<file path="src/pkg/restart_pkg.sv">
// Package: register map, field layouts, timing constants and carriers for the restart controller
package restart_pkg;
	localparam int unsigned CLK_HZ = 100000000;
	localparam int unsigned TICK_MS = 100;
	localparam int unsigned TICK_CYCLES = CLK_HZ / 1000 * TICK_MS;
	localparam int unsigned CALM_TIME_S = 30;
	localparam int unsigned CALM_TICKS = CALM_TIME_S * 1000 / TICK_MS;
	localparam logic [3:0] ADDR_RETRY_COUNT = 4'h0;
	localparam logic [3:0] ADDR_DELAY_TIME = 4'h1;
	localparam logic [3:0] ADDR_SEARCH_LIMIT = 4'h2;
	localparam logic [3:0] ADDR_STATUS = 4'h3;
	localparam logic [3:0] ADDR_IRQ_STATUS = 4'h4;
	localparam logic [3:0] ADDR_IRQ_ENABLE = 4'h5;
	localparam logic [3:0] ADDR_IRQ_CLEAR = 4'h6;
	localparam logic [3:0] RETRY_MAX = 4'ha;
	localparam logic [3:0] RETRY_RESET = 4'h0;
	localparam logic [15:0] DELAY_MAX = 16'h0258;
	localparam logic [15:0] DELAY_RESET = 16'h000a;
	localparam logic [7:0] LIMIT_MIN = 8'h50;
	localparam logic [7:0] LIMIT_MAX = 8'hc8;
	localparam logic [7:0] LIMIT_RESET = 8'h64;
	localparam int unsigned EV_TRIP = 0;
	localparam int unsigned EV_RESTART = 1;
	localparam int unsigned EV_LOCKOUT = 2;
	localparam int unsigned EV_RELOAD = 3;
	localparam int unsigned EV_W = 4;
	typedef struct packed {
		logic [3:0] addr;
		logic [15:0] wdata;
		logic wr;
		logic rd;
	} reg_req_t;
	typedef struct packed {
		logic trip;
		logic low_voltage;
		logic emergency_stop_trip;
		logic fault_reset;
		logic stop_cmd;
	} trip_in_t;
	typedef enum logic [1:0] {ST_IDLE, ST_WAIT, ST_SEARCH, ST_LOCKED} restart_state_t;
endpackage : restart_pkg

</file>
<file path="src/hdl/tick_counter.sv">
// Free-running divider making one pulse per tick interval
`timescale 1ns/1ps
`default_nettype none
module tick_counter import restart_pkg::*; #(
	parameter int unsigned CYCLES = TICK_CYCLES
) (
	input wire logic core_clk_i,
	input wire logic reset_n_i,
	output logic tick_o
);
	logic [31:0] count_reg;
	logic [31:0] count_next;
	logic tick_next;
	always_comb begin
		tick_next = (count_reg == 32'(CYCLES - 1));
		count_next = tick_next ? 32'h0 : count_reg + 32'h1;
	end
	always_ff @(posedge core_clk_i) begin
		if (!reset_n_i) begin
			count_reg <= 32'h0;
			tick_o <= 1'b0;
		end else begin
			count_reg <= count_next;
			tick_o <= tick_next;
		end
	end
endmodule : tick_counter
`default_nettype wire

</file>
<file path="src/hdl/sticky_flags.sv">
// Sticky event flags with enable mask, write-one clear and level interrupt
`timescale 1ns/1ps
`default_nettype none
module sticky_flags #(
	parameter int unsigned W = 4
) (
	input wire logic core_clk_i,
	input wire logic reset_n_i,
	input wire logic [W-1:0] event_i,
	input wire logic [W-1:0] clear_i,
	input wire logic enable_wr_i,
	input wire logic [W-1:0] enable_data_i,
	output logic [W-1:0] status_o,
	output logic [W-1:0] enable_o,
	output logic irq_o
);
	logic [W-1:0] status_next;
	logic [W-1:0] enable_next;
	logic irq_next;
	always_comb begin
		// A new event wins over a clear in the same cycle
		status_next = (status_o & ~clear_i) | event_i;
		enable_next = enable_wr_i ? enable_data_i : enable_o;
		irq_next = |(status_next & enable_next);
	end
	always_ff @(posedge core_clk_i) begin
		if (!reset_n_i) begin
			status_o <= '0;
			enable_o <= '0;
			irq_o <= 1'b0;
		end else begin
			status_o <= status_next;
			enable_o <= enable_next;
			irq_o <= irq_next;
		end
	end
endmodule : sticky_flags
`default_nettype wire

</file>
<file path="src/hdl/auto_restart_controller.sv">
// Trip-recovery sequencer: delayed restart through speed search with a retry budget
// How it works
// - Programmable retry count 0 to 10, default 0, limits automatic restarts.
// - After a restartable trip, wait programmed delay 0-60 s, default 1.0 s.
// - Each automatic restart decrements the remaining retries by one.
// - With no retries left, a trip locks out restarting; drive stays stopped.
// - Fault reset from terminal or keypad reloads remaining retries from setting.
// - Thirty trip-free seconds after a completed speed search reload the remaining retries.
// - Low-voltage or emergency-stop trips in idle or lockout never restart, whatever retries remain; one during the delay wait is ignored.
// - When delay expires, restart by requesting speed search, not zero-frequency start.
// - Speed search current limit 80 to 200 percent of rated, default 100.
`timescale 1ns/1ps
`default_nettype none
module auto_restart_controller import restart_pkg::*; #(
	parameter int unsigned TICK_LEN = TICK_CYCLES,
	parameter int unsigned CALM_LEN = CALM_TICKS
) (
	input wire logic core_clk_i,
	input wire logic reset_n_i,
	input wire logic [3:0] reg_addr_i,
	input wire logic [15:0] reg_wdata_i,
	input wire logic reg_wr_i,
	input wire logic reg_rd_i,
	input wire logic trip_i,
	input wire logic low_voltage_trip_i,
	input wire logic emergency_stop_trip_i,
	input wire logic terminal_reset_i,
	input wire logic keypad_reset_i,
	input wire logic stop_cmd_i,
	input wire logic search_done_i,
	output logic [15:0] reg_rdata_o,
	output logic speed_search_start_o,
	output logic [7:0] speed_search_current_limit_o,
	output logic restart_pending_o,
	output logic irq_o
);
	reg_req_t req;
	trip_in_t trip_in;
	restart_state_t state_reg, state_next;
	logic [3:0] restart_retry_count_reg, restart_retry_count_next;
	logic [15:0] restart_delay_time_reg, restart_delay_time_next;
	logic [7:0] limit_reg, limit_next;
	logic [3:0] remaining_reg, remaining_next;
	logic [15:0] delay_cnt_reg, delay_cnt_next;
	logic [15:0] calm_cnt_reg, calm_cnt_next;
	logic calm_run_reg, calm_run_next;
	logic start_next;
	logic [15:0] rdata_next;
	logic [EV_W-1:0] events;
	logic [EV_W-1:0] irq_status;
	logic [EV_W-1:0] irq_enable;
	logic tick;
	logic fault_reset;

	assign req = '{addr: reg_addr_i, wdata: reg_wdata_i, wr: reg_wr_i, rd: reg_rd_i};
	assign trip_in = '{trip: trip_i, low_voltage: low_voltage_trip_i,
		emergency_stop_trip: emergency_stop_trip_i, fault_reset: terminal_reset_i | keypad_reset_i,
		stop_cmd: stop_cmd_i};
	assign fault_reset = trip_in.fault_reset;

	tick_counter #(.CYCLES(TICK_LEN)) u_tick (
		.core_clk_i(core_clk_i),
		.reset_n_i(reset_n_i),
		.tick_o(tick)
	);

	// Configuration registers; out-of-range writes are clamped
	always_comb begin
		restart_retry_count_next = restart_retry_count_reg;
		restart_delay_time_next = restart_delay_time_reg;
		limit_next = limit_reg;
		if (req.wr) begin
			unique case (req.addr)
				ADDR_RETRY_COUNT: restart_retry_count_next = (req.wdata[3:0] > RETRY_MAX || req.wdata[15:4] != 12'h0)
					? RETRY_MAX : req.wdata[3:0];
				ADDR_DELAY_TIME: restart_delay_time_next = (req.wdata > DELAY_MAX) ? DELAY_MAX : req.wdata;
				ADDR_SEARCH_LIMIT: begin
					if (req.wdata[15:8] != 8'h0 || req.wdata[7:0] > LIMIT_MAX)
						limit_next = LIMIT_MAX;
					else if (req.wdata[7:0] < LIMIT_MIN)
						limit_next = LIMIT_MIN;
					else
						limit_next = req.wdata[7:0];
				end
				default: ;
			endcase
		end
	end

	// Sequencer
	always_comb begin
		state_next = state_reg;
		remaining_next = remaining_reg;
		delay_cnt_next = delay_cnt_reg;
		calm_cnt_next = calm_cnt_reg;
		calm_run_next = calm_run_reg;
		start_next = 1'b0;
		events = '0;
		if (calm_run_reg && tick) begin
			if (calm_cnt_reg == 16'(CALM_LEN - 1)) begin
				calm_run_next = 1'b0;
				remaining_next = restart_retry_count_reg;
				events[EV_RELOAD] = 1'b1;
			end else begin
				calm_cnt_next = calm_cnt_reg + 16'h1;
			end
		end
		unique case (state_reg)
			ST_IDLE, ST_LOCKED: begin
				if (trip_in.trip) begin
					events[EV_TRIP] = 1'b1;
					calm_run_next = 1'b0;
					if (trip_in.low_voltage || trip_in.emergency_stop_trip || remaining_reg == 4'h0) begin
						state_next = ST_LOCKED;
						events[EV_LOCKOUT] = 1'b1;
					end else begin
						state_next = ST_WAIT;
						delay_cnt_next = 16'h0;
					end
				end
			end
			ST_WAIT: begin
				// Delay of zero ticks still waits for the next tick edge
				if (fault_reset || trip_in.stop_cmd) begin
					state_next = ST_IDLE;
				end else if (tick) begin
					if (delay_cnt_reg >= restart_delay_time_reg) begin
						state_next = ST_SEARCH;
						start_next = 1'b1;
						remaining_next = remaining_reg - 4'h1;
						events[EV_RESTART] = 1'b1;
					end else begin
						delay_cnt_next = delay_cnt_reg + 16'h1;
					end
				end
			end
			ST_SEARCH: begin
				if (trip_in.trip) begin
					state_next = ST_IDLE;
				end else if (search_done_i) begin
					state_next = ST_IDLE;
					calm_run_next = 1'b1;
					calm_cnt_next = 16'h0;
				end
			end
		endcase
		// Fault reset reloads retries in every state and releases a lockout
		if (fault_reset) begin
			remaining_next = restart_retry_count_reg;
			calm_run_next = 1'b0;
			events[EV_RELOAD] = 1'b1;
			if (state_reg == ST_LOCKED)
				state_next = ST_IDLE;
		end
		if (req.wr && req.addr == ADDR_RETRY_COUNT && state_reg == ST_IDLE)
			remaining_next = restart_retry_count_next;
	end

	sticky_flags #(.W(EV_W)) u_flags (
		.core_clk_i(core_clk_i),
		.reset_n_i(reset_n_i),
		.event_i(events),
		.clear_i((req.wr && req.addr == ADDR_IRQ_CLEAR) ? req.wdata[EV_W-1:0] : '0),
		.enable_wr_i(req.wr && req.addr == ADDR_IRQ_ENABLE),
		.enable_data_i(req.wdata[EV_W-1:0]),
		.status_o(irq_status),
		.enable_o(irq_enable),
		.irq_o(irq_o)
	);

	// Read mux; unmapped and write-only addresses read zero
	always_comb begin
		rdata_next = 16'h0;
		if (req.rd) begin
			unique case (req.addr)
				ADDR_RETRY_COUNT: rdata_next = {12'h0, restart_retry_count_reg};
				ADDR_DELAY_TIME: rdata_next = restart_delay_time_reg;
				ADDR_SEARCH_LIMIT: rdata_next = {8'h0, limit_reg};
				ADDR_STATUS: rdata_next = {10'h0, state_reg, remaining_reg};
				ADDR_IRQ_STATUS: rdata_next = {12'h0, irq_status};
				ADDR_IRQ_ENABLE: rdata_next = {12'h0, irq_enable};
				default: rdata_next = 16'h0;
			endcase
		end
	end

	always_ff @(posedge core_clk_i) begin
		if (!reset_n_i) begin
			state_reg <= ST_IDLE;
			restart_retry_count_reg <= RETRY_RESET;
			restart_delay_time_reg <= DELAY_RESET;
			limit_reg <= LIMIT_RESET;
			remaining_reg <= RETRY_RESET;
			delay_cnt_reg <= 16'h0;
			calm_cnt_reg <= 16'h0;
			calm_run_reg <= 1'b0;
			speed_search_start_o <= 1'b0;
			speed_search_current_limit_o <= LIMIT_RESET;
			restart_pending_o <= 1'b0;
			reg_rdata_o <= 16'h0;
		end else begin
			state_reg <= state_next;
			restart_retry_count_reg <= restart_retry_count_next;
			restart_delay_time_reg <= restart_delay_time_next;
			limit_reg <= limit_next;
			remaining_reg <= remaining_next;
			delay_cnt_reg <= delay_cnt_next;
			calm_cnt_reg <= calm_cnt_next;
			calm_run_reg <= calm_run_next;
			speed_search_start_o <= start_next;
			speed_search_current_limit_o <= limit_next;
			restart_pending_o <= (state_next == ST_WAIT);
			reg_rdata_o <= rdata_next;
		end
	end

	a_retry_in_range: assert property (@(posedge core_clk_i) disable iff (!reset_n_i)
		restart_retry_count_reg <= RETRY_MAX && remaining_reg <= RETRY_MAX)
		else $error("retry count out of range");
	a_delay_bounded: assert property (@(posedge core_clk_i) disable iff (!reset_n_i)
		state_reg == ST_WAIT && delay_cnt_reg < restart_delay_time_reg && !fault_reset && !stop_cmd_i
		|=> !speed_search_start_o)
		else $error("restart before delay expired");
	a_start_decrements: assert property (@(posedge core_clk_i) disable iff (!reset_n_i)
		speed_search_start_o && !$past(fault_reset) |-> remaining_reg == $past(remaining_reg) - 4'h1)
		else $error("restart did not decrement retries");
	a_lockout_empty: assert property (@(posedge core_clk_i) disable iff (!reset_n_i)
		(state_reg == ST_IDLE && trip_i && remaining_reg == 4'h0) |=> state_reg == ST_LOCKED)
		else $error("trip with no retries did not lock out");
	a_reset_reloads: assert property (@(posedge core_clk_i) disable iff (!reset_n_i)
		fault_reset && !(reg_wr_i && reg_addr_i == ADDR_RETRY_COUNT) |=> remaining_reg == $past(restart_retry_count_reg))
		else $error("fault reset did not reload retries");
	a_blocked_trips: assert property (@(posedge core_clk_i) disable iff (!reset_n_i)
		(state_reg != ST_WAIT && state_reg != ST_SEARCH && trip_i && (low_voltage_trip_i || emergency_stop_trip_i))
		|=> state_reg == ST_LOCKED ##1 !speed_search_start_o)
		else $error("blocked trip began a restart");
	a_start_after_wait: assert property (@(posedge core_clk_i) disable iff (!reset_n_i)
		$rose(speed_search_start_o) |-> $past(state_reg) == ST_WAIT && state_reg == ST_SEARCH)
		else $error("speed search start without wait");
	a_limit_range: assert property (@(posedge core_clk_i) disable iff (!reset_n_i)
		speed_search_current_limit_o >= LIMIT_MIN && speed_search_current_limit_o <= LIMIT_MAX)
		else $error("search current limit out of range");
	a_cancel_wait: assert property (@(posedge core_clk_i) disable iff (!reset_n_i)
		state_reg == ST_WAIT && (stop_cmd_i || fault_reset) |=> state_reg == ST_IDLE && !speed_search_start_o)
		else $error("pending restart not cancelled");
	a_calm_reload: assert property (@(posedge core_clk_i) disable iff (!reset_n_i)
		calm_run_reg && tick && calm_cnt_reg == 16'(CALM_LEN - 1) |=> remaining_reg == $past(restart_retry_count_reg))
		else $error("trip-free interval did not reload retries");
	a_pending_on_trip: assert property (@(posedge core_clk_i) disable iff (!reset_n_i)
		$rose(restart_pending_o) |-> $past(trip_i))
		else $error("restart pending without a trip");
	a_start_one_cycle: assert property (@(posedge core_clk_i) disable iff (!reset_n_i)
		speed_search_start_o |=> !speed_search_start_o)
		else $error("speed search start longer than one cycle");
	a_locked_holds: assert property (@(posedge core_clk_i) disable iff (!reset_n_i)
		state_reg == ST_LOCKED && !fault_reset && !trip_i |=> state_reg == ST_LOCKED)
		else $error("lockout left without fault reset");
	a_locked_no_start: assert property (@(posedge core_clk_i) disable iff (!reset_n_i)
		state_reg == ST_LOCKED |=> !speed_search_start_o)
		else $error("restart issued while locked out");
	a_wait_on_trip: assert property (@(posedge core_clk_i) disable iff (!reset_n_i)
		(state_reg == ST_IDLE || state_reg == ST_LOCKED) && trip_i && !fault_reset && !low_voltage_trip_i
		&& !emergency_stop_trip_i && remaining_reg != 4'h0 |=> state_reg == ST_WAIT)
		else $error("restartable trip did not start the delay");
	a_remaining_steady: assert property (@(posedge core_clk_i) disable iff (!reset_n_i)
		$past(state_reg) == ST_WAIT && !speed_search_start_o && !$past(fault_reset)
		|-> remaining_reg == $past(remaining_reg))
		else $error("retries changed without a restart");
	a_search_exit: assert property (@(posedge core_clk_i) disable iff (!reset_n_i)
		state_reg == ST_SEARCH && (trip_i || search_done_i) |=> state_reg == ST_IDLE)
		else $error("speed search did not end");
	a_calm_after_search: assert property (@(posedge core_clk_i) disable iff (!reset_n_i)
		state_reg == ST_SEARCH && search_done_i && !trip_i && !fault_reset |=> calm_run_reg)
		else $error("trip-free timer not started after search");
	a_trip_stops_calm: assert property (@(posedge core_clk_i) disable iff (!reset_n_i)
		trip_i && state_reg != ST_WAIT |=> !calm_run_reg)
		else $error("trip did not stop the trip-free timer");
	a_delay_reached: assert property (@(posedge core_clk_i) disable iff (!reset_n_i)
		$rose(speed_search_start_o) |-> $past(delay_cnt_reg) >= $past(restart_delay_time_reg))
		else $error("restart before delay count reached");
	a_rdata_quiet: assert property (@(posedge core_clk_i) disable iff (!reset_n_i)
		!reg_rd_i |=> reg_rdata_o == 16'h0)
		else $error("read data not zero outside a read");
	a_retry_clamp: assert property (@(posedge core_clk_i) disable iff (!reset_n_i)
		reg_wr_i && reg_addr_i == ADDR_RETRY_COUNT && reg_wdata_i > {12'h0, RETRY_MAX}
		|=> restart_retry_count_reg == RETRY_MAX)
		else $error("retry count write not clamped");
	a_delay_clamp: assert property (@(posedge core_clk_i) disable iff (!reset_n_i)
		reg_wr_i && reg_addr_i == ADDR_DELAY_TIME && reg_wdata_i > DELAY_MAX |=> restart_delay_time_reg == DELAY_MAX)
		else $error("delay write not clamped");
	a_limit_clamp_low: assert property (@(posedge core_clk_i) disable iff (!reset_n_i)
		reg_wr_i && reg_addr_i == ADDR_SEARCH_LIMIT && reg_wdata_i < {8'h0, LIMIT_MIN} |=> limit_reg == LIMIT_MIN)
		else $error("search limit not clamped up");
	a_limit_clamp_high: assert property (@(posedge core_clk_i) disable iff (!reset_n_i)
		reg_wr_i && reg_addr_i == ADDR_SEARCH_LIMIT && reg_wdata_i > {8'h0, LIMIT_MAX} |=> limit_reg == LIMIT_MAX)
		else $error("search limit not clamped down");
	a_search_entry: assert property (@(posedge core_clk_i) disable iff (!reset_n_i)
		state_reg == ST_SEARCH && $past(state_reg) != ST_SEARCH |-> speed_search_start_o)
		else $error("search entered without start request");
	a_reset_unlocks: assert property (@(posedge core_clk_i) disable iff (!reset_n_i)
		state_reg == ST_LOCKED && fault_reset |=> state_reg == ST_IDLE)
		else $error("fault reset did not release lockout");
	a_cancel_keeps_count: assert property (@(posedge core_clk_i) disable iff (!reset_n_i)
		state_reg == ST_WAIT && stop_cmd_i && !fault_reset |=> remaining_reg == $past(remaining_reg))
		else $error("cancelled restart changed retries");
	c_restart: cover property (@(posedge core_clk_i) disable iff (!reset_n_i) speed_search_start_o);
	c_lockout: cover property (@(posedge core_clk_i) disable iff (!reset_n_i) state_reg == ST_LOCKED);
	c_cancel: cover property (@(posedge core_clk_i) disable iff (!reset_n_i) state_reg == ST_WAIT && stop_cmd_i);
	c_calm: cover property (@(posedge core_clk_i) disable iff (!reset_n_i) events[EV_RELOAD] && calm_run_reg);
	c_search_trip: cover property (@(posedge core_clk_i) disable iff (!reset_n_i) state_reg == ST_SEARCH && trip_i);
endmodule : auto_restart_controller
`default_nettype wire

</file>
<file path="config.mk">
export PLATFORM = sky130hd
export DESIGN_NAME = auto_restart_controller
export DESIGN_NICKNAME = d
export VERILOG_FILES = /design/src/pkg/restart_pkg.sv /design/src/hdl/tick_counter.sv /design/src/hdl/sticky_flags.sv /design/src/hdl/auto_restart_controller.sv
export SDC_FILE = /design/constraint.sdc
export NUM_CORES = 1
export LEC_CHECK = 0
export BUFFER_PORTS_ARGS = -buffer_cell sky130_fd_sc_hd__buf_4
export CAP_MARGIN = 0
export CORE_UTILIZATION = 40
export CTS_BUF_LIST = sky130_fd_sc_hd__clkbuf_2 sky130_fd_sc_hd__clkbuf_4 sky130_fd_sc_hd__clkbuf_8
export DETAILED_ROUTE_END_ITERATION = 8
export HOLD_SLACK_MARGIN = 0.06
export PLACE_DENSITY = 0.54
export SLEW_MARGIN = 0
export SYNTH_ARGS = -nofsm -noshare
export SYNTH_HDL_FRONTEND = slang
export SYNTH_SLANG_ARGS = --single-unit
</file>
<file path="constraint.sdc">
create_clock -name core_clk_i -period 5 [get_ports core_clk_i]
set_input_delay 0.75 -clock core_clk_i [delete_from_list [all_inputs] [get_ports core_clk_i]]
set_output_delay 0.75 -clock core_clk_i [all_outputs]
set_load 0.01 [all_outputs]
</file>
==> run summary <==
Outcome -> finished, final reports clean
Setup CP Type -> register to register
Global-route wire length before repair -> 24400 um
Hold Buf Count CTS -> 0
Flops & latches, synth -> 127
Final non-filler cell area -> 7140 um2
Buffers on Ports -> 57
Syn nets -> 778
Max-cap viol count -> 0
Sequential share of the synthesized area -> 0.414
Met3 wire len -> 573 um
Die height -> 126 um
Comb pwr share -> 0.097
Switching share of power -> 0.269
Register share of total power -> 0.461
Synth Area in Adders -> 0.0489
Number of flip-flops in the largest register -> 32
Reg area -> 2540 um2
Placed inst area -> 6700 um2
Io pins -> 58
Row count -> 44
Synth top area cells -> dfxtp_1 (41%), nor2_1 (6.8%), ha_1 (4.9%)
CTS sink count -> 127
Top FF cell, synth -> dfxtp_1
Post-route setup TNS -> 0 ns
Fin crit share -> 0.624
Worst slew margin -> 0.299
CTS tree -> done
Multi-input gate area -> 3350 um2
CP Capture Type -> register
RSZ-0062 raised after global routing -> false
GRT Overall Usage -> 0.195
Full die area -> 15800 um2
FF-to-FF Start -> restart_delay_time_reg[15]
Req. time, crit path -> 5.33 ns
Post-synth top area share -> 0.414
Area leader, netlist -> dfxtp_1
Share of layout cells above drive strength 1 -> 0.147
Post-CTS Setup Bufs -> 0
Compound-Gate Fraction of Synth Area -> 0.133
Worst Max-Slew Pin Slew -> 1.05 ns
Arr. time, crit path -> 3.45 ns
Final setup fails -> 0
P_int -> 1.65 mW
Die W -> 126 um
Top cells by count, synth -> dfxtp_1 (127), nor2_1 (111), nand2_1 (63)
Met2 routed WL -> 6950 um
Via Count -> 5249
Final Critical Period -> 3.12 ns
Synth warn -> 0
CTS buffer count -> 17
Power, Total -> 2.26 mW
Hold path start -> restart_delay_time_reg[8]
Final number of hold-violating endpoints -> 0
Net Switching -> 0.608 mW
Grt total ovfl -> 0
# DRC -> 0
DRT Pass-1 Iters -> 5
Yosys cell types -> 63
Area grow syn2layout -> 16.4%
Vias in the first global route -> 5008
Cells after Synth -> 723
Root Driver -> clkbuf_8
Inserted Diodes -> 0
Worst-path clk slew -> 0.08 ns
PwrDens -> 317 nW/um2
Layout Skew -> 0.0115 ns
Max Clk Rate -> 320 MHz
HPWL Detailed -> 11000 um
Post-synth EDFFs -> 0
Mux contribution to synthesized area -> 0.0204
Largest net degree at the start of global routing -> 31
Syn Std Cell Area -> 6140 um2
Post-route ant nets -> 0
Final wirelength -> 15000 um
CP Max Fanout -> 13
Critical path startpoint -> restart_delay_time_reg[15]
M1 wire length -> 7290 um
# resized after CTS -> 0
Layout Nets -> 829
Slew Limit Fails -> 0
Leakage -> 2.63 nW
H-tree depth -> 4
Wirelength per Cell -> 15.5 um
Vias per cell -> 5.41
DR iter-0 viols -> 307
Clock latency on the worst-skew pair -> 0.45 ns
Worst VDD drop -> 0.175 mV
RD Place Congestion -> 0.882
Initial antenna violation count -> 0
Asr flop ratio synth -> 0
Largest family of logic cells by synthesized area -> simple AND/OR/NAND/NOR gates
Top sig layer -> met4
Max Root-Sink Buffers -> 2
Top-count cell post-synth -> dfxtp_1
Post-synthesis simple-gate area fraction -> 0.269
Syn Area/Cell -> 8.49 um2
Initial cell density of the core -> 0.416
XOR/XNOR Fraction of Synth Area -> 0.0728
CP Launch Type -> register
Clock power frac -> 0.442
Core Box Area -> 14800 um2
# fillers -> 1458
Hold WC Path Type -> register to register
==> layout make-up <==
class	count	area share
multi-input cells	535	0.469
flip-flops and latches	127	0.356
repair buffers	61	0.0641
clock buffers	17	0.0328
well taps	184	0.0322
clock inverters	15	0.0293
inverters	32	0.0168
==> cell families (layout without fill, tap and decap cells) <==
family	count (synthesis)	in the layout
XOR/XNOR	51	51
AND/OR/NAND/NOR	332	332
buffers and inverters	61	125
adder cells (fa/ha/maj)	24	24
multiplexers	12	12
AO/OA/AOI/OAI	116	116
flip-flops	127	127
==> stage by stage <==
step                      cells  hold slack, ns  worst slack (ns)  utilization
after global routing        971           0.483              1.60        0.484
after CTS                   971           0.457              1.86        0.484
after detailed placement    939           0.446              1.78        0.454
after global placement      939           0.427              1.94        0.454
final                       971           0.455              1.88        0.484
after floorplan             723           0.418              2.55            -
==> final timing paths <==
check | endpoint | cells past startpoint | slack, ns
setup / recovery | remaining_reg[3] | 9 | 1.88
hold / removal | restart_delay_time_reg[8] | 2 | 0.45
setup reg to reg | remaining_reg[3] | 9 | 1.88
hold reg to reg | restart_delay_time_reg[8] | 2 | 0.45
==> power groups by stage <==
stage / clock [mW] / sequential (mW) / combinational (mW)
4_1_cts: 1.02 / 1.04 / 0.220
6_report: 0.999 / 1.04 / 0.219
2_1_floorplan: 0 / 1.06 / 0.145
3_3_place_gp: 0 / 1.07 / 0.216
5_1_grt: 1.07 / 1.04 / 0.240
3_5_place_dp: 0 / 1.07 / 0.219
==> critical path, stage by stage, from the launching register on <==
cell,delay (ns)
dfxtp_1,0.31
inv_1,0.06
ha_1,0.34
nand4_1,0.19
a211oi_1,0.27
a32oi_2,0.20
a21oi_1,0.87
mux2i_1,0.27
a221oi_1,0.11
a2111oi_0,0.37
==> layer usage <==
metal  vias up  global-route usage
met2       103               0.326
li1       2659                   -
met3        18              0.0387
met4         0              0.0794
met1      2469               0.246
met5         -                   0
==> cells in the final DEF (no fill, tap or decap), types with 5 or more instances in the layout <==
| master | synthesis | final |
|---|---|---|
| dfxtp_1 | 127 | 127 |
| nor2_1 | 111 | 111 |
| nand2_1 | 63 | 63 |
| buf_4 | 0 | 61 |
| nand3_1 | 36 | 36 |
| inv_1 | 31 | 31 |
| a21oi_1 | 29 | 29 |
| nor3_1 | 28 | 28 |
| xnor2_1 | 26 | 26 |
| xor2_1 | 25 | 25 |
| o21ai_0 | 25 | 25 |
| ha_1 | 24 | 24 |
| and3_1 | 17 | 17 |
| clkbuf_8 | 1 | 17 |
| nand4_1 | 13 | 13 |
| a22oi_1 | 11 | 11 |
| or3_1 | 9 | 9 |
| nor4_1 | 8 | 8 |
| mux2i_1 | 8 | 8 |
| nor2b_1 | 6 | 6 |
| nor4_2 | 6 | 6 |
| nor4b_1 | 5 | 5 |
| nand3b_1 | 5 | 5 |
| a311oi_1 | 5 | 5 |
| and2_1 | 5 | 5 |
| inv_6 | 0 | 5 |
Note: power is estimated with default switching activity, not from simulation.
